<file path="src/include/decode_pkg.sv">
// package: register map, field layout, opcodes and types of the instruction decoder
package decode_pkg;
  localparam logic [5:0]  OFS_CTRL   = 6'h00;
  localparam logic [5:0]  OFS_INSN   = 6'h04;
  localparam logic [5:0]  OFS_PC     = 6'h08;
  localparam logic [5:0]  OFS_SRCV   = 6'h0c;
  localparam logic [5:0]  OFS_TGTV   = 6'h10;
  localparam logic [5:0]  OFS_FIELDS = 6'h14;
  localparam logic [5:0]  OFS_OPND   = 6'h18;
  localparam logic [5:0]  OFS_TARGET = 6'h1c;
  localparam logic [5:0]  OFS_EADDR  = 6'h20;
  localparam logic [5:0]  OFS_STATUS = 6'h24;
  localparam int          CTRL_BIG_BIT  = 0;
  localparam int          CTRL_COMP_BIT = 1;
  localparam int          FLD_SRC_LSB   = 0;
  localparam int          FLD_TGT_LSB   = 5;
  localparam int          FLD_DST_LSB   = 10;
  localparam int          FLD_SHIFT_LSB = 15;
  localparam int          FLD_FUNC_LSB  = 20;
  localparam int          FLD_FMT_LSB   = 26;
  localparam int          FLD_TRAP_BIT  = 28;
  localparam int          STS_DERR_BIT  = 0;
  localparam int          STS_FERR_BIT  = 1;
  localparam int          STS_NULL_BIT  = 2;
  localparam int          STS_SLOT_BIT  = 3;
  localparam int          STS_TAKEN_BIT = 4;
  localparam int          STS_MEM_BIT   = 5;
  localparam int          STS_LANE_LSB  = 8;
  localparam int          STS_MUL_LSB   = 16;
  localparam int          STS_FLANE_LSB = 24;
  localparam logic [1:0]  CTRL_RST      = 2'h0;
  localparam logic [31:0] WORD_RST      = 32'h0;
  localparam logic [3:0]  LOAD_STALL_CYC = 4'h1;
  localparam logic [3:0]  MUL_LAT_CYC    = 4'h4;
  localparam logic [5:0]  OP_SPECIAL  = 6'h00;
  localparam logic [5:0]  OP_REGIMM   = 6'h01;
  localparam logic [5:0]  OP_J        = 6'h02;
  localparam logic [5:0]  OP_JAL      = 6'h03;
  localparam logic [5:0]  OP_BEQ      = 6'h04;
  localparam logic [5:0]  OP_BNE      = 6'h05;
  localparam logic [5:0]  OP_BLEZ     = 6'h06;
  localparam logic [5:0]  OP_BGTZ     = 6'h07;
  localparam logic [5:0]  OP_ANDI     = 6'h0c;
  localparam logic [5:0]  OP_XORI     = 6'h0e;
  localparam logic [5:0]  OP_COP1X    = 6'h13;
  localparam logic [5:0]  OP_SPECIAL2 = 6'h1c;
  localparam logic [2:0]  OPG_LIKELY  = 3'h2;
  localparam logic [2:0]  OPG_LOAD    = 3'h4;
  localparam logic [2:0]  OPG_STORE   = 3'h5;
  localparam logic [2:0]  OPG_LOADX   = 3'h6;
  localparam logic [2:0]  OPG_STOREX  = 3'h7;
  localparam logic [5:0]  FN_JR       = 6'h08;
  localparam logic [5:0]  FN_JALR     = 6'h09;
  localparam logic [5:0]  FN_SYSCALL  = 6'h0c;
  localparam logic [5:0]  FN_BREAK    = 6'h0d;
  localparam logic [5:0]  FN_RD_TOP   = 6'h10;
  localparam logic [5:0]  FN_RD_BOT   = 6'h12;
  localparam logic [2:0]  FNG_MULDIV  = 3'h3;
  localparam logic [2:0]  FNG_TRAP    = 3'h6;
  typedef enum logic [1:0] {FMT_IMM = 2'b00, FMT_JUMP = 2'b01, FMT_REG = 2'b10} fmt_e;
  typedef enum logic [1:0] {ST_IDLE = 2'b00, ST_EVAL = 2'b01, ST_HOLD = 2'b10} st_e;
  typedef enum logic [2:0] {SZ_BYTE = 3'b000, SZ_HALF = 3'b001, SZ_WORD = 3'b010,
                            SZ_DBL = 3'b011, SZ_LEFT = 3'b100, SZ_RIGHT = 3'b101} sz_e;
  typedef struct packed {
    logic [5:0]  op;
    logic [4:0]  src;
    logic [4:0]  tgt;
    logic [4:0]  dst;
    logic [4:0]  shift;
    logic [5:0]  func;
    logic [15:0] imm;
    logic [25:0] jidx;
  } fields_s;
  typedef struct packed {
    logic       valid;
    logic       write;
    logic [5:0] addr;
  } ahb_req_s;
endpackage : decode_pkg

</file>
<file path="src/logic/insn_decode_top.sv">
// instruction format decoder with byte-lane, target and interlock logic behind an AHB-Lite slave
// Contract
// - each instruction is one 32-bit word at a word-aligned address
// - three layouts recognised: immediate, jump, register; extraction follows layout
// - source and target/condition selector fields are 5 bits each
// - immediate layout carries 16-bit operand, branch or address displacement
// - jump layout carries a 26-bit target field
// - register layout has 5-bit destination, 5-bit shift count, 6-bit operation
// - integer load/store address is base register plus sign-extended 16-bit offset
// - float load/store also allows indexed form adding two registers
// - reading a just-loaded register stalls with interlock cycles, never stale; the code does not check the index (target) register of the indexed form
// - computed address names the low-order byte for every size and order
// - big-endian low-order byte is most significant; little-endian least
// - size plus three low address bits select lanes; bad alignment errors
// - fetches are halfwords in compressed mode, words otherwise, same byte order
// - register form takes both operands from registers, immediate form one
// - multiply runs aside; product read before ready stalls the pipeline
// - jumps and branches act after one instruction; delay slot executes
// - jump target is field shifted by two under upper 4 pc bits; the code takes them from the delay-slot address pc_q + 4
// - register jumps take full 32-bit target from the selected register
// - branch target is delay-slot address plus offset shifted two, sign-extended
// - branch-likely not taken nullifies its delay-slot instruction
// - trap-initiating control instructions always decode as register form
//
// Register access over AHB-Lite and the placing of the registers were chosen for this implementation.
`timescale 1ns/1ps
module insn_decode_top
  import decode_pkg::*;
(
  input  wire logic        i_clk,
  input  wire logic        i_rst,
  input  wire logic        i_hsel,
  input  wire logic [31:0] i_haddr,
  input  wire logic [1:0]  i_htrans,
  input  wire logic        i_hwrite,
  input  wire logic [2:0]  i_hsize,
  input  wire logic [31:0] i_hwdata,
  input  wire logic        i_hready,
  output logic             o_hreadyout,
  output logic             o_hresp,
  output logic [31:0]      o_hrdata,
  output logic             o_stall,
  output logic             o_addr_err
);

  function automatic fields_s unpack(input logic [31:0] w);
    fields_s f;
    f.op    = w[31:26];
    f.src   = w[25:21];
    f.tgt   = w[20:16];
    f.dst   = w[15:11];
    f.shift = w[10:6];
    f.func  = w[5:0];
    f.imm   = w[15:0];
    f.jidx  = w[25:0];
    return f;
  endfunction : unpack

  function automatic fmt_e fmt_of(input logic [5:0] op);
    // all trap and system-call functions sit under the special opcode
    if (op == OP_SPECIAL) return FMT_REG;
    if (op == OP_J || op == OP_JAL) return FMT_JUMP;
    return FMT_IMM;
  endfunction : fmt_of

  function automatic logic is_mem(input fields_s f);
    logic cx;
    cx = (f.op == OP_COP1X) && (f.func[5:4] == 2'h0) && (f.func[2:1] == 2'h0);
    return (f.op[5:3] >= OPG_LOAD) || cx;
  endfunction : is_mem

  function automatic logic is_indexed(input fields_s f);
    return f.op == OP_COP1X;
  endfunction : is_indexed

  function automatic logic is_load(input fields_s f);
    return (f.op[5:3] == OPG_LOAD) || (f.op[5:3] == OPG_LOADX) ||
           (is_indexed(f) && !f.func[3]);
  endfunction : is_load

  function automatic sz_e size_of(input fields_s f);
    sz_e s;
    s = SZ_WORD;
    if (is_indexed(f)) begin
      s = f.func[0] ? SZ_DBL : SZ_WORD;
    end else if (f.op[5:4] == 2'h2) begin
      case (f.op[1:0])
        2'h0:    s = SZ_BYTE;
        2'h1:    s = SZ_HALF;
        2'h2:    s = f.op[2] ? SZ_RIGHT : SZ_LEFT;
        default: s = SZ_WORD;
      endcase
    end else if (f.op[2:0] >= 3'h5) begin
      s = SZ_DBL;
    end
    return s;
  endfunction : size_of

  // lanes of a doubleword, bit 0 the lowest-addressed byte in little-endian order
  function automatic logic [7:0] lanes_of(input sz_e s, input logic [2:0] a, input logic big);
    logic [7:0] m;
    logic [7:0] r;
    logic [3:0] nib;
    nib = 4'h0;
    case (s)
      SZ_BYTE:  m = 8'h01 << a;
      SZ_HALF:  m = 8'h03 << a;
      SZ_WORD:  m = 8'h0f << a;
      SZ_DBL:   m = 8'hff;
      SZ_LEFT: begin
        nib = 4'((5'h02 << a[1:0]) - 5'h01);
        m = {4'h0, nib} << {a[2], 2'b00};
      end
      SZ_RIGHT: begin
        nib = 4'((5'h0f << a[1:0]) & 5'h0f);
        m = {4'h0, nib} << {a[2], 2'b00};
      end
      default:  m = 8'h00;
    endcase
    for (int i = 0; i < 8; i++) begin
      r[i] = big ? m[7 - i] : m[i];
    end
    return r;
  endfunction : lanes_of

  function automatic logic misaligned(input sz_e s, input logic [2:0] a);
    case (s)
      SZ_HALF: return a[0];
      SZ_WORD: return |a[1:0];
      SZ_DBL:  return |a;
      default: return 1'b0;
    endcase
  endfunction : misaligned

  function automatic logic is_cti(input fields_s f);
    return (f.op >= OP_J && f.op <= OP_BGTZ) || (f.op[5:3] == OPG_LIKELY && f.op[2]) ||
           (f.op == OP_REGIMM && f.tgt[3:2] == 2'h0) ||
           (f.op == OP_SPECIAL && (f.func == FN_JR || f.func == FN_JALR));
  endfunction : is_cti

  function automatic logic is_likely(input fields_s f);
    return (f.op[5:3] == OPG_LIKELY && f.op[2]) || (f.op == OP_REGIMM && f.tgt[1]);
  endfunction : is_likely

  function automatic logic cond_of(input fields_s f, input logic [31:0] a, input logic [31:0] b);
    case (f.op[1:0])
      2'h0:    return a == b;
      2'h1:    return a != b;
      2'h2:    return $signed(a) <= 0;
      default: return $signed(a) > 0;
    endcase
  endfunction : cond_of

  function automatic logic taken_of(input fields_s f, input logic [31:0] a,
                                    input logic [31:0] b);
    if (f.op == OP_REGIMM) return f.tgt[0] ? !a[31] : a[31];
    if (f.op == OP_J || f.op == OP_JAL || f.op == OP_SPECIAL) return 1'b1;
    return cond_of(f, a, b);
  endfunction : taken_of

  logic [1:0]  ctrl_q;
  logic [31:0] insn_q, pc_q, srcv_q, tgtv_q;
  ahb_req_s    req_q;
  st_e         st_q, st_d;
  logic [3:0]  wait_q, mul_q;
  logic        ld_valid_q;
  logic [4:0]  ld_dst_q;
  logic        slot_q, likely_q, taken_q, null_q;
  logic        hreadyout_q, stall_q, err_q;
  logic [31:0] hrdata_q;

  // new instruction on the write data bus, checked for hazards before it is taken
  wire fields_s    nf        = unpack(i_hwdata);
  wire logic       accept    = i_hsel && i_htrans[1] && i_hready;
  wire logic       insn_wr   = accept && i_hwrite && (i_haddr[5:0] == OFS_INSN);
  wire logic       reads_tgt = (nf.op == OP_SPECIAL) || (nf.op[5:3] == OPG_STORE) ||
                               (nf.op[5:3] == OPG_STOREX) || (nf.op[5:1] == 5'h02) ||
                               (nf.op[5:1] == 5'h0a);
  wire logic       ld_hit    = ld_valid_q && (ld_dst_q != 5'h00) &&
                               ((nf.src == ld_dst_q) || (reads_tgt && nf.tgt == ld_dst_q));
  wire logic       mf_hit    = (nf.op == OP_SPECIAL) && (mul_q != 4'h0) &&
                               (nf.func == FN_RD_TOP || nf.func == FN_RD_BOT);
  wire logic [3:0] hold_cnt  = mf_hit ? mul_q : (ld_hit ? LOAD_STALL_CYC : 4'h0);
  wire logic       nf_mul    = (nf.op == OP_SPECIAL && nf.func[5:3] == FNG_MULDIV) ||
                               (nf.op == OP_SPECIAL2 && nf.func[5:3] == 3'h0 && !nf.func[1]);
  wire logic       commit    = (st_q == ST_EVAL && hold_cnt == 4'h0) ||
                               (st_q == ST_HOLD && wait_q == 4'h1);
  wire logic       reg_wr    = req_q.valid && req_q.write && hreadyout_q;

  // decode of the committed instruction
  wire fields_s     cf        = unpack(insn_q);
  wire fmt_e        fmt       = fmt_of(cf.op);
  wire logic        cur_trap  = (cf.op == OP_SPECIAL) && ((cf.func[5:3] == FNG_TRAP) ||
                               cf.func == FN_SYSCALL || cf.func == FN_BREAK);
  wire logic        big       = ctrl_q[CTRL_BIG_BIT];
  wire logic [31:0] sext_imm  = {{16{cf.imm[15]}}, cf.imm};
  wire logic        zext      = (cf.op >= OP_ANDI) && (cf.op <= OP_XORI);
  wire logic [31:0] opnd      = (fmt == FMT_REG) ? tgtv_q :
                                (zext ? {16'h0000, cf.imm} : sext_imm);
  wire logic        mem       = is_mem(cf);
  wire sz_e         dsz       = size_of(cf);
  wire logic [31:0] eaddr     = is_indexed(cf) ? 32'(srcv_q + tgtv_q)
                                               : 32'(srcv_q + sext_imm);
  wire logic [7:0]  dlanes    = mem ? lanes_of(dsz, eaddr[2:0], big) : 8'h00;
  wire logic        derr      = mem && misaligned(dsz, eaddr[2:0]);
  // compressed code fetches halfwords, 32-bit code fetches aligned words
  wire sz_e         fsz       = ctrl_q[CTRL_COMP_BIT] ? SZ_HALF : SZ_WORD;
  wire logic [7:0]  flanes    = lanes_of(fsz, pc_q[2:0], big);
  wire logic        ferr      = misaligned(fsz, pc_q[2:0]);
  wire logic [31:0] slot_pc   = 32'(pc_q + 32'h4);
  wire logic        is_jr     = (cf.op == OP_SPECIAL) && (cf.func == FN_JR || cf.func == FN_JALR);
  wire logic [31:0] br_off    = {{14{cf.imm[15]}}, cf.imm, 2'b00};
  wire logic [31:0] target    = (fmt == FMT_JUMP) ? {slot_pc[31:28], cf.jidx, 2'b00} :
                                is_jr ? srcv_q :
                                32'(slot_pc + br_off);
  wire logic [31:0] fields_w  = {3'h0, cur_trap, fmt, cf.func, cf.shift, cf.dst, cf.tgt, cf.src};
  wire logic [31:0] status_w  = {flanes, 4'h0, mul_q, dlanes, 2'h0, mem, taken_q, slot_q,
                                 null_q, ferr, derr};
  logic [31:0] rd_mux;

  always_comb begin
    case (i_haddr[5:0])
      OFS_CTRL:   rd_mux = {30'h0, ctrl_q};
      OFS_INSN:   rd_mux = insn_q;
      OFS_PC:     rd_mux = pc_q;
      OFS_SRCV:   rd_mux = srcv_q;
      OFS_TGTV:   rd_mux = tgtv_q;
      OFS_FIELDS: rd_mux = fields_w;
      OFS_OPND:   rd_mux = opnd;
      OFS_TARGET: rd_mux = target;
      OFS_EADDR:  rd_mux = eaddr;
      OFS_STATUS: rd_mux = status_w;
      default:    rd_mux = WORD_RST;
    endcase
  end

  always_comb begin
    case (st_q)
      ST_IDLE: st_d = insn_wr ? ST_EVAL : ST_IDLE;
      ST_EVAL: st_d = (hold_cnt != 4'h0) ? ST_HOLD : ST_IDLE;
      ST_HOLD: st_d = (wait_q == 4'h1) ? ST_IDLE : ST_HOLD;
      default: st_d = ST_IDLE;
    endcase
  end

  always_ff @(posedge i_clk or posedge i_rst) begin
    if (i_rst) begin
      req_q       <= '0;
      hreadyout_q <= 1'b1;
      hrdata_q    <= WORD_RST;
    end else begin
      if (hreadyout_q) begin
        req_q <= accept ? ahb_req_s'{valid: 1'b1, write: i_hwrite, addr: i_haddr[5:0]} : '0;
      end
      // instruction writes hold the data phase while interlocks run
      hreadyout_q <= insn_wr ? 1'b0 : (commit ? 1'b1 : hreadyout_q);
      if (accept && !i_hwrite) begin
        hrdata_q <= rd_mux;
      end
    end
  end

  always_ff @(posedge i_clk or posedge i_rst) begin
    if (i_rst) begin
      ctrl_q <= CTRL_RST;
      pc_q   <= WORD_RST;
      srcv_q <= WORD_RST;
      tgtv_q <= WORD_RST;
    end else if (reg_wr) begin
      if (req_q.addr == OFS_CTRL) ctrl_q <= i_hwdata[1:0];
      if (req_q.addr == OFS_PC) pc_q <= i_hwdata;
      if (req_q.addr == OFS_SRCV) srcv_q <= i_hwdata;
      if (req_q.addr == OFS_TGTV) tgtv_q <= i_hwdata;
    end
  end

  always_ff @(posedge i_clk or posedge i_rst) begin
    if (i_rst) begin
      st_q    <= ST_IDLE;
      wait_q  <= 4'h0;
      stall_q <= 1'b0;
      err_q   <= 1'b0;
    end else begin
      st_q    <= st_d;
      wait_q  <= (st_q == ST_EVAL) ? hold_cnt : (wait_q != 4'h0 ? wait_q - 4'h1 : 4'h0);
      stall_q <= (st_d == ST_HOLD);
      err_q   <= derr || ferr;
    end
  end

  // pipeline history: last load, multiplier busy time, delay-slot bookkeeping
  always_ff @(posedge i_clk or posedge i_rst) begin
    if (i_rst) begin
      insn_q     <= WORD_RST;
      ld_valid_q <= 1'b0;
      ld_dst_q   <= 5'h00;
      mul_q      <= 4'h0;
      slot_q     <= 1'b0;
      likely_q   <= 1'b0;
      taken_q    <= 1'b0;
      null_q     <= 1'b0;
    end else begin
      mul_q <= (commit && nf_mul) ? MUL_LAT_CYC : (mul_q != 4'h0 ? mul_q - 4'h1 : 4'h0);
      if (commit) begin
        insn_q     <= i_hwdata;
        ld_valid_q <= is_load(nf);
        ld_dst_q   <= nf.tgt;
        slot_q     <= is_cti(nf);
        likely_q   <= is_likely(nf);
        taken_q    <= taken_of(nf, srcv_q, tgtv_q);
        null_q     <= slot_q && likely_q && !taken_q;
      end
    end
  end

  assign o_hreadyout = hreadyout_q;
  assign o_hresp     = 1'b0;
  assign o_hrdata    = hrdata_q;
  assign o_stall     = stall_q;
  assign o_addr_err  = err_q;

  property p_fetch_err;
    @(posedge i_clk) disable iff (i_rst)
      (ctrl_q[CTRL_COMP_BIT] ? pc_q[0] : |pc_q[1:0]) |=> o_addr_err;
  endproperty
  a_fetch_err: assert property (p_fetch_err)
    else $error("misaligned fetch not flagged");

  property p_load_stall;
    @(posedge i_clk) disable iff (i_rst)
      (st_q == ST_EVAL && ld_hit && !mf_hit) |=> (o_stall && !o_hreadyout) ##1 o_hreadyout;
  endproperty
  a_load_stall: assert property (p_load_stall)
    else $error("load interlock cycle wrong");

  property p_product_stall;
    @(posedge i_clk) disable iff (i_rst)
      (st_q == ST_EVAL && mf_hit) |=> (o_stall && !o_hreadyout) ##[0:3]
                                      (mul_q == 4'h0 && !o_hreadyout);
  endproperty
  a_product_stall: assert property (p_product_stall)
    else $error("product read not held");

  property p_ready_returns;
    @(posedge i_clk) disable iff (i_rst)
      !o_hreadyout |-> ##[1:8] o_hreadyout;
  endproperty
  a_ready_returns: assert property (p_ready_returns)
    else $error("data phase never ends");

  property p_jump_target;
    @(posedge i_clk) disable iff (i_rst)
      (cf.op == OP_J) |-> (target[27:0] == {insn_q[25:0], 2'b00}) &&
                          (target[31:28] == slot_pc[31:28]);
  endproperty
  a_jump_target: assert property (p_jump_target)
    else $error("jump target wrong");

  property p_branch_target;
    @(posedge i_clk) disable iff (i_rst)
      (cf.op == OP_BEQ) |-> ($signed(target - pc_q - 32'h4) == $signed(sext_imm) * 4);
  endproperty
  a_branch_target: assert property (p_branch_target)
    else $error("branch target wrong");

  property p_nullify;
    @(posedge i_clk) disable iff (i_rst)
      (commit && slot_q && likely_q && !taken_q) |=> null_q [*2];
  endproperty
  a_nullify: assert property (p_nullify)
    else $error("likely delay slot not nullified");

  property p_big_byte;
    @(posedge i_clk) disable iff (i_rst)
      (mem && big && dsz == SZ_BYTE) |-> (dlanes == (8'h80 >> eaddr[2:0]));
  endproperty
  a_big_byte: assert property (p_big_byte)
    else $error("big-endian byte lane wrong");

  property p_int_addr;
    @(posedge i_clk) disable iff (i_rst)
      (mem && cf.op[5:3] == OPG_LOAD) |-> (32'(eaddr - srcv_q) == sext_imm);
  endproperty
  a_int_addr: assert property (p_int_addr)
    else $error("integer effective address wrong");

  property p_dbl_align;
    @(posedge i_clk) disable iff (i_rst)
      (mem && dsz == SZ_DBL && eaddr[2:0] != 3'h0) |=> o_addr_err;
  endproperty
  a_dbl_align: assert property (p_dbl_align)
    else $error("doubleword misalignment missed");

endmodule : insn_decode_top

</file>
<file path="config.mk">
export PLATFORM = sky130hd
export DESIGN_NAME = insn_decode_top
export DESIGN_NICKNAME = d
export VERILOG_FILES = /design/src/include/decode_pkg.sv /design/src/logic/insn_decode_top.sv
export SDC_FILE = /design/constraint.sdc
export NUM_CORES = 1
export LEC_CHECK = 0
export BUFFER_PORTS_ARGS = -buffer_cell sky130_fd_sc_hd__buf_2
export CORE_UTILIZATION = 45
export CTS_CLUSTER_DIAMETER = 100
export CTS_CLUSTER_SIZE = 30
export DETAILED_ROUTE_END_ITERATION = 10
export PLACE_DENSITY = 0.62
export SYNTH_ARGS = -nofsm -noshare
export SYNTH_HDL_FRONTEND = slang
export SYNTH_SLANG_ARGS = --single-unit
</file>
<file path="constraint.sdc">
create_clock -name i_clk -period 7.5 [get_ports i_clk]
set_input_delay 1.5 -clock i_clk [delete_from_list [all_inputs] [get_ports i_clk]]
set_output_delay 1.5 -clock i_clk [all_outputs]
set_load 0.01 [all_outputs]
</file>
==> Word level (Yosys, flattened, before mapping) <==
Cells that the tools add are included.
{ "totals": {"output_inout_bits": 36, "elab_cells": 265, "reg_bits": 193, "inputBits": 74} }
{ "classes": {"add_sub_neg": 8, "reduce_logical": 87, "eq_ne": 62, "mux": 65, "shift": 14, "order_cmp": 8} }
{ "ops": {"columns": ["operator", "n"], "rows": [
  ["$pmux 32 s10", 1],
  ["$mux 32", 5],
  ["$add 32x32->32", 3],
  ["$pmux 8 s6", 2],
  ["$eq 6x4->1 const B", 10],
  ["$eq 6x5->1 const B", 10],
  ["$mux 1", 36],
  ["$add 32x3->32 const B", 1],
  ["$eq 32x32->1", 1],
  ["$gt 32x1->1 const B", 1],
  ["$le 32x1->1 const B", 1],
  ["$logic_and 1x1->1", 32],
  ["$ne 32x32->1", 1],
  ["$shl 4x3->8", 4],
  ["$eq 6x2->1 const B", 4],
  ["$logic_not 6->1", 4],
  ["$logic_or 1x1->1", 23],
  ["$eq 3x3->1 const B", 7],
  ["$mux 4", 5],
  ["$eq 2x2->1 const B", 8],
  ["$mux 8", 2],
  ["$shl 1x3->8 const A", 2],
  ["$shl 2x3->8 const A", 2],
  ["$shl 4x3->8 const A", 2],
  ["other kinds (34)", 77]
]} }

==> Longest topological paths before layout <==
Gate-level depths: netlist of run 1.
{ "depth": {"ltp_word": 18, "ltp_mapped": 20, "ltp_nobuf": 18} }

==> Least setup slack after synthesis of run 1 <==
No wires, ideal clock.
{ "synth_path": {"path_type": "register to register", "from": "register insn_q[28]", "to": "register hrdata_q[31] (netlist: o_hrdata[31])", "path_buffers": 2, "required_ns": 7.367, "setup_slack_ns": 3.454, "synth_period_minus_slack_ns": 4.046, "arrival_time_ns": 3.913, "setup_time_ns": 0.133, "stages_incl_launch_ff": 17, "cell_sequence": "dfrtp_1 nor2_1 nor4bb_1 buf_2 buf_1 mux2_2 ha_1 and4_1 a21oi_2 or4b_1 o22a_2 a41oi_2 nor2_2 a311oi_2 nor2_1 a211oi_1 a31oi_1"} }
{ "synth_via": {"elab_chain_len": 9, "elab_cells_between_ends": 23, "cone_classes": "2 x order compare; 5 x eq/ne; 12 x mux; 4 x reduce/logical"} }
{ "synth_rtl": {"columns": ["item", "line", "text"], "rows": [
  ["start: declaration", "insn_decode_top.sv:162", "logic [31:0] insn_q, pc_q, srcv_q, tgtv_q;"],
  ["start signal: assignment", "insn_decode_top.sv:305", "insn_q <= i_hwdata;"],
  ["$eq 6x2->1", "insn_decode_top.sv:62", "if (op == OP_J || op == OP_JAL) return FMT_JUMP;"],
  ["$logic_or 1x1->1", "insn_decode_top.sv:62", null],
  ["$mux 1 (2 in a row)", "insn_decode_top.sv:62", null],
  ["$mux 2", "insn_decode_top.sv:63", "return FMT_IMM;"],
  ["$mux 2", "insn_decode_top.sv:62", null],
  ["$eq 2x1->1 / $eq 2x2->1 (equally long branches)", "insn_decode_top.sv:213, insn_decode_top.sv:198", null],
  ["$mux 32, on equally long branches", "insn_decode_top.sv:213, insn_decode_top.sv:198", null],
  ["$pmux 32 s10 *", "insn_decode_top.sv:222", "case (i_haddr[5:0])"],
  ["end signal: assignment", "insn_decode_top.sv:258", "hrdata_q <= rd_mux;"],
  ["end: declaration", "insn_decode_top.sv:170", "logic [31:0] hrdata_q;"]
]} }
Mark *: on every way between the ends. The rest lies on a longest branch, timed or not. The select of a mux whose other input is x is not followed.
A chain may end at the register's enable or synchronous reset.

==> Worst setup path after layout of run 1 <==
{ "layout_path": {"from": "register insn_q[27]", "to": "register hrdata_q[30] (netlist: o_hrdata[30])"} }
The elaborated chain is that of the path after synthesis.

==> results.sh, run 1 <==
export IMPL_hpwl_um=40500
export IMPL_critPathMaxFanout=20
export IMPL_cts_buffers=17
export IMPL_setup_tns_ps=0
export IMPL_cp_end_kind="register"
export IMPL_period_needed_ps=5650
export IMPL_grt_setup_unrepaired="false"
export IMPL_io_pins=110
export IMPL_netSwitchingPower_uw=877
export IMPL_setup_viol=0
export IMPL_grt_pass1_vias=13000
export IMPL_path_class="register to register"
export IMPL_core_area_mm2=0.0318
export IMPL_die_width_um=182
export IMPL_slew_viol_final=0
export IMPL_initial_core_util=0.461
export IMPL_nets=1806
export IMPL_final_cell_mix="dfrtp_1, nand2_1, mux2_2"
export IMPL_ff_latch_area_mm2=0.00471
export IMPL_drive_gt1_frac=0.187
export IMPL_drt_iter0_markers=1740
export IMPL_skew_ps=18.8
export IMPL_cp_required_ps=7890
export IMPL_ys_types=86
export IMPL_ys_flop_type="dfrtp_1"
export IMPL_max_vdd_ir_drop_mv=0.168
export IMPL_ys_warn_count=0
export IMPL_worst_pin_slew_ps=1090
export IMPL_num_vias=13900
export IMPL_area_delta_synth_final_pct=8.86
export IMPL_p_leak_uw=0.00679
export IMPL_drc_errors=0
export IMPL_grt_remaining_overflow=0
export IMPL_worstHoldPathType="register to register"
export IMPL_cts_root_buf="clkbuf_16"
export IMPL_timing_fmax_mhz=177
export IMPL_avgSynthCellArea_um2=8.86
export IMPL_cts_path_max_buffers=2
export IMPL_wl_um=55800
export IMPL_p_int_uw=1730
export IMPL_synth_async_reset_ratio=1.00
export IMPL_cts_clk_slew_worst_paths_ps=80
export IMPL_dp_cells=2081
export IMPL_finalWeightedCongestion=1.01
export IMPL_synth_cells=1654
export IMPL_diodes=0
export IMPL_pwr_share_comb=0.201
export IMPL_status="finished clean"
export IMPL_layout_commonest_cell="dfrtp_1"
export IMPL_syn_area_mm2=0.0147
export IMPL_switching_share=0.337
export IMPL_yosysSeqAreaShare=0.321
export IMPL_final_antenna_net_count=0
export IMPL_grt_max_degree=119
export IMPL_final_hold_viol_count=0
export IMPL_firstDrtPassIters=9
export IMPL_multi_input_area_mm2=0.00944
export IMPL_cap_violations=0
export IMPL_finalPower_uw=2610
export IMPL_ctsHoldBuffers=0
export IMPL_wl_per_cell_um=26.4
export IMPL_power_density_mw_per_mm2=163
export IMPL_pwr_share_seq=0.449
export IMPL_pre_cts_ws_ps=2040
export IMPL_syn_nets=1795
export IMPL_grt_pass1_wl_um=83000
export IMPL_cts_resized=0
export IMPL_clock_sinks=188
export IMPL_cp_start_kind="register"
export IMPL_port_buffers=78
export IMPL_htree_levels=4
export IMPL_min_period_over_period=0.754
export IMPL_final_util=0.502
export IMPL_synth_edf_count=0
export IMPL_slew_headroom=0.274
export IMPL_die_y_um=182
export IMPL_grt_use_total=0.337
export IMPL_drt_vias_per_instance=6.59
export IMPL_fillers=3055
export IMPL_clk_latency_ps=460
export IMPL_num_rows=65
export IMPL_arrival_ps=6050
export IMPL_ys_seq_elements=188
export IMPL_cts_setup_buffers=0
export IMPL_layout_setup_ws_ps=1850
export IMPL_final_cells=2113
export IMPL_cts_tree="done"
export IMPL_antenna_found_initial=1
export IMPL_pwr_share_clk=0.350
export IMPL_dieArea_mm2=0.0333
## layout make-up
type | count | area share
clock inverter | 13 | 0.00832
tap | 435 | 0.0341
multi-input combinational | 1322 | 0.592
sequential | 188 | 0.295
clock buffer | 19 | 0.0271
timing repair buffer | 99 | 0.0344
inverter | 37 | 0.00918
## sequential cells by signal (all words and copies together), names as in the netlist
signal and cells:
insn_q 32, o_hrdata 32, pc_q 32, srcv_q 32, tgtv_q 32, req_q 8, mul_q 4, wait_q 4
ctrl_q 2, st_q 2, ld_valid_q 1, likely_q 1, null_q 1, o_addr_err 1, o_hreadyout 1, o_stall 1
slot_q 1, taken_q 1
## synth_stat cells, types with 18 or more instances
| library cell | count | area share |
|---|---|---|
| nor4_1 | 21 | 0.0090 |
| mux2_2 | 145 | 0.11 |
| nand3_1 | 67 | 0.023 |
| xnor2_1 | 56 | 0.033 |
| nand4_1 | 27 | 0.012 |
| dfrtp_1 | 187 | 0.32 |
| buf_2 | 20 | 0.0068 |
| nor3_1 | 26 | 0.0089 |
| a22oi_1 | 25 | 0.013 |
| nand2_1 | 174 | 0.045 |
| a31oi_1 | 21 | 0.0090 |
| xor2_1 | 61 | 0.036 |
| o21ai_0 | 101 | 0.035 |
| a21oi_1 | 125 | 0.043 |
| nor2_1 | 67 | 0.017 |
| nand2b_1 | 18 | 0.0077 |
| a21o_1 | 34 | 0.017 |
| inv_1 | 37 | 0.0095 |
| clkbuf_1 | 69 | 0.018 |
| ha_1 | 65 | 0.056 |
| a222oi_1 | 26 | 0.018 |
| o211ai_1 | 34 | 0.017 |
## worst max-delay path: stages, from the launching register on
cell,delay [ps]
dfrtp_1,750
nand2_1,290
nor4bb_4,990
buf_4,360
mux2_2,360
ha_1,340
and2_1,250
nand3_1,90
o21ai_0,220
o211ai_1,270
a2111oi_0,850
o21ai_0,230
nand3b_1,140
xor2_1,170
nand2_1,80
a31oi_1,170
## metrics by stage
stage | instance area (um2) | hold WS, ps
final | 16000 | 476
after global routing | 16000 | 509
after CTS | 16000 | 478
after detailed placement | 15400 | 462
after global placement | 15400 | 460
after floorplan | 14700 | 456
## routing by layer
layer,share of wire,global-route usage
met2,0.44,0.513
met5,0,0
met3,0.086,0.0686
met4,0.057,0.181
met1,0.42,0.448
## cells by family (layout without fill, tap and decap cells)
group / after synthesis / after routing / synth area share
AOI/OAI and AO/OA: 505 / 505 / 0.232
other: 1 / 1 / 0.000256
and+or+nand+nor: 481 / 481 / 0.163
xor gates and xnor gates: 117 / 117 / 0.0699
adders and majority gates: 67 / 67 / 0.0582
muxes: 151 / 151 / 0.116
DFF: 188 / 188 / 0.321
buffers and inverters: 144 / 168 / 0.0398
## power groups by stage
stage / Sequential [uW] / Combinational [uW] / Clock (uW)
3_5_place_dp: 1180 / 515 / 0
2_1_floorplan: 1120 / 386 / 0
5_1_grt: 1170 / 575 / 958
4_1_cts: 1160 / 518 / 918
6_report: 1170 / 525 / 912
3_3_place_gp: 1180 / 509 / 0
## worst paths after layout
kind                               from            to  slack (ps)  cells past startpoint
hold reg to reg            o_hrdata[15]  o_hrdata[15]         480                      2
setup / recovery             insn_q[27]  o_hrdata[30]        1850                     15
setup reg to reg             insn_q[27]  o_hrdata[30]        1850                     15
max in group asynchronous         i_rst    insn_q[15]        4800                      3
hold / removal             o_hrdata[15]  o_hrdata[15]         480                      2
min in group asynchronous         i_rst     tgtv_q[7]        1220                      2
No activity file was read; power rests on OpenSTA's default activity.
==> run 2: changes to the inputs <==
--- a/config.mk
+++ b/config.mk
@@ -10,7 +10,7 @@
 export CTS_CLUSTER_DIAMETER = 100
 export CTS_CLUSTER_SIZE = 30
 export DETAILED_ROUTE_END_ITERATION = 10
-export PLACE_DENSITY = 0.62
+export PLACE_DENSITY = 0.64
 export SYNTH_ARGS = -nofsm -noshare
 export SYNTH_HDL_FRONTEND = slang
 export SYNTH_SLANG_ARGS = --single-unit
==> constraint.sdc (replaced) <==
create_clock -name i_clk -period 4.8 [get_ports i_clk]
set_input_delay 0.96 -clock i_clk [delete_from_list [all_inputs] [get_ports i_clk]]
set_output_delay 0.96 -clock i_clk [all_outputs]
set_load 0.01 [all_outputs]
==> run 2 against run 1 <==
Net effect:
- flip-flop and latch count unchanged
- worst hold slack worse by 1.4 ps
- register-to-register slack worse by 1600 ps
- final cell count up 1.8%
- clock skew up 2.1 ps
- design area up 2.1%
- first-iteration DRC count up 0.29%
==> results.sh, run 2 (synthesis gave the netlist of run 1 again) <==
export IMPL_arrival_ps=4880
export IMPL_r2r_setup_slack_ps=260
export IMPL_skew_ps=20.9
export IMPL_initial_core_util=0.461
export IMPL_final_util=0.512
export IMPL_core_area_mm2=0.0318
export IMPL_port_buffers=78
export IMPL_final_cell_mix="dfrtp_1, nand2_1, mux2_2"
export IMPL_met2_length_um=25000
export IMPL_cts_tree="done"
export IMPL_clk_latency_ps=470
export IMPL_grt_setup_unrepaired="false"
export IMPL_p_leak_uw=0.00699
export IMPL_drt_vias_per_instance=6.58
export IMPL_layout_setup_ws_ps=257
export IMPL_grt_use_total=0.344
export IMPL_drive_gt1_frac=0.204
export IMPL_cts_resized=0
export IMPL_worstHoldPathType="register to register"
export IMPL_period_needed_ps=4540
export IMPL_die_y_um=182
export IMPL_min_period_over_period=0.946
export IMPL_timing_fmax_mhz=220
export IMPL_min_delay_start="o_hrdata[0]"
export IMPL_layout_commonest_cell="dfrtp_1"
export IMPL_wl_um=56800
export IMPL_status="finished clean"
export IMPL_htree_levels=4
export IMPL_wl_per_cell_um=26.4
export IMPL_wl_met3_um=5480
export IMPL_pre_cts_ws_ps=329
export IMPL_final_antenna_net_count=0
export IMPL_finalWeightedCongestion=0.999
export IMPL_max_vdd_ir_drop_mv=0.265
export IMPL_die_width_um=182
export IMPL_dieArea_mm2=0.0333
export IMPL_setup_tns_ps=0
export IMPL_cp_required_ps=5140
export IMPL_final_hold_viol_count=0
export IMPL_whs_ps=475
export IMPL_cts_root_buf="clkbuf_16"
export IMPL_grt_max_degree=57
export IMPL_cts_path_max_buffers=2
export IMPL_clock_sinks=188
export IMPL_power_density_mw_per_mm2=253
export IMPL_drt_iter0_markers=1745
export IMPL_grt_remaining_overflow=0
export IMPL_wl_met1_um=23500
export IMPL_cts_setup_buffers=0
export IMPL_worst_pin_slew_ps=1090
export IMPL_critPathMaxFanout=14
export IMPL_slew_headroom=0.269
export IMPL_cap_violations=0
export IMPL_rr_worst_depth=15
export IMPL_setup_viol=0
export IMPL_reg2reg_from="insn_q[29]"
export IMPL_cp_end_kind="register"
export IMPL_firstDrtPassIters=9
export IMPL_grt_pass1_wl_um=84900
export IMPL_hpwl_um=41900
export IMPL_cp_start_kind="register"
export IMPL_finalPower_uw=4120
export IMPL_crit_start="insn_q[29]"
export IMPL_io_pins=110
export IMPL_num_rows=65
export IMPL_num_vias=14200
export IMPL_nets=1843
export IMPL_grt_pass1_vias=13400
export IMPL_rr_endpoint="o_hrdata[31]"
export IMPL_cts_clk_slew_worst_paths_ps=80
export IMPL_area_delta_synth_final_pct=11.2
export IMPL_slew_viol_final=0
export IMPL_antenna_found_initial=0
export IMPL_crit_end="o_hrdata[31]"
export IMPL_drc_errors=0
export IMPL_cts_buffers=17
export IMPL_ctsHoldBuffers=0
export IMPL_highest_layer="met4"
export IMPL_path_class="register to register"
## run 2: cell count changes in the layout (fill, tap and decap cells not counted), sizes merged
cell / before / now
buf: 99 / 136
inv: 42 / 39
clkbuf: 19 / 21
clkinv: 3 / 4
diode: 0 / 1
## run 2: report_power, final
| group | switching [uW] | internal (uW) | leakage [uW] |
|---|---|---|---|
| Combinational | 521 | 337 | 0.00434 |
| Sequential | 171 | 1650 | 0.00237 |
| Clock | 687 | 750 | 0.000271 |
## run 2: area by class of cell
type / instances / area (um2)
Sequential cell: 188 / 4710
Fill cell: 2995 / 15500
Clock inverter: 11 / 110
Inverter: 37 / 143
Multi-Input combinational cell: 1322 / 9430
Antenna cell: 1 / 2.50
Tap cell: 435 / 544
Clock buffer: 21 / 460
Timing Repair Buffer: 136 / 892
## run 2: metal layers
metal  GRT usage  vias to the layer above
li1            -                     6307
met2       0.528                      790
met5           0                        -
met1       0.464                     6902
met4       0.173                        0
met3      0.0621                      154
## run 2: critical path, cell delays in order, from the launching register on
cell and delay [ps]:
dfrtp_1 440, nor2_1 230, nor4bb_4 460, buf_6 260
mux2_2 360, ha_1 370, and4_1 250, a21oi_2 160
or4b_1 450, o22a_2 280, a41oi_2 250, nor2_2 150
a311oi_2 340, nor2_1 90, a211oi_1 210, a31oi_1 110
## run 2: per-stage QoR
step / instances / area, um2
floorplan: 1654 / 14700
global placement: 2118 / 15700
detailed placement: 2118 / 15700
CTS: 2150 / 16300
global route: 2150 / 16300
finish: 2151 / 16300
## run 2: worst min-delay path by stage
stage | end | slack (ps) | depth (start not counted)
after floorplan | mul_q[0] | 460 | 1
after global placement | o_hrdata[0] | 460 | 2
after detailed placement | o_hrdata[15] | 460 | 2
after CTS | o_hrdata[15] | 480 | 2
after global routing | o_hrdata[0] | 510 | 2
final | o_hrdata[0] | 470 | 2
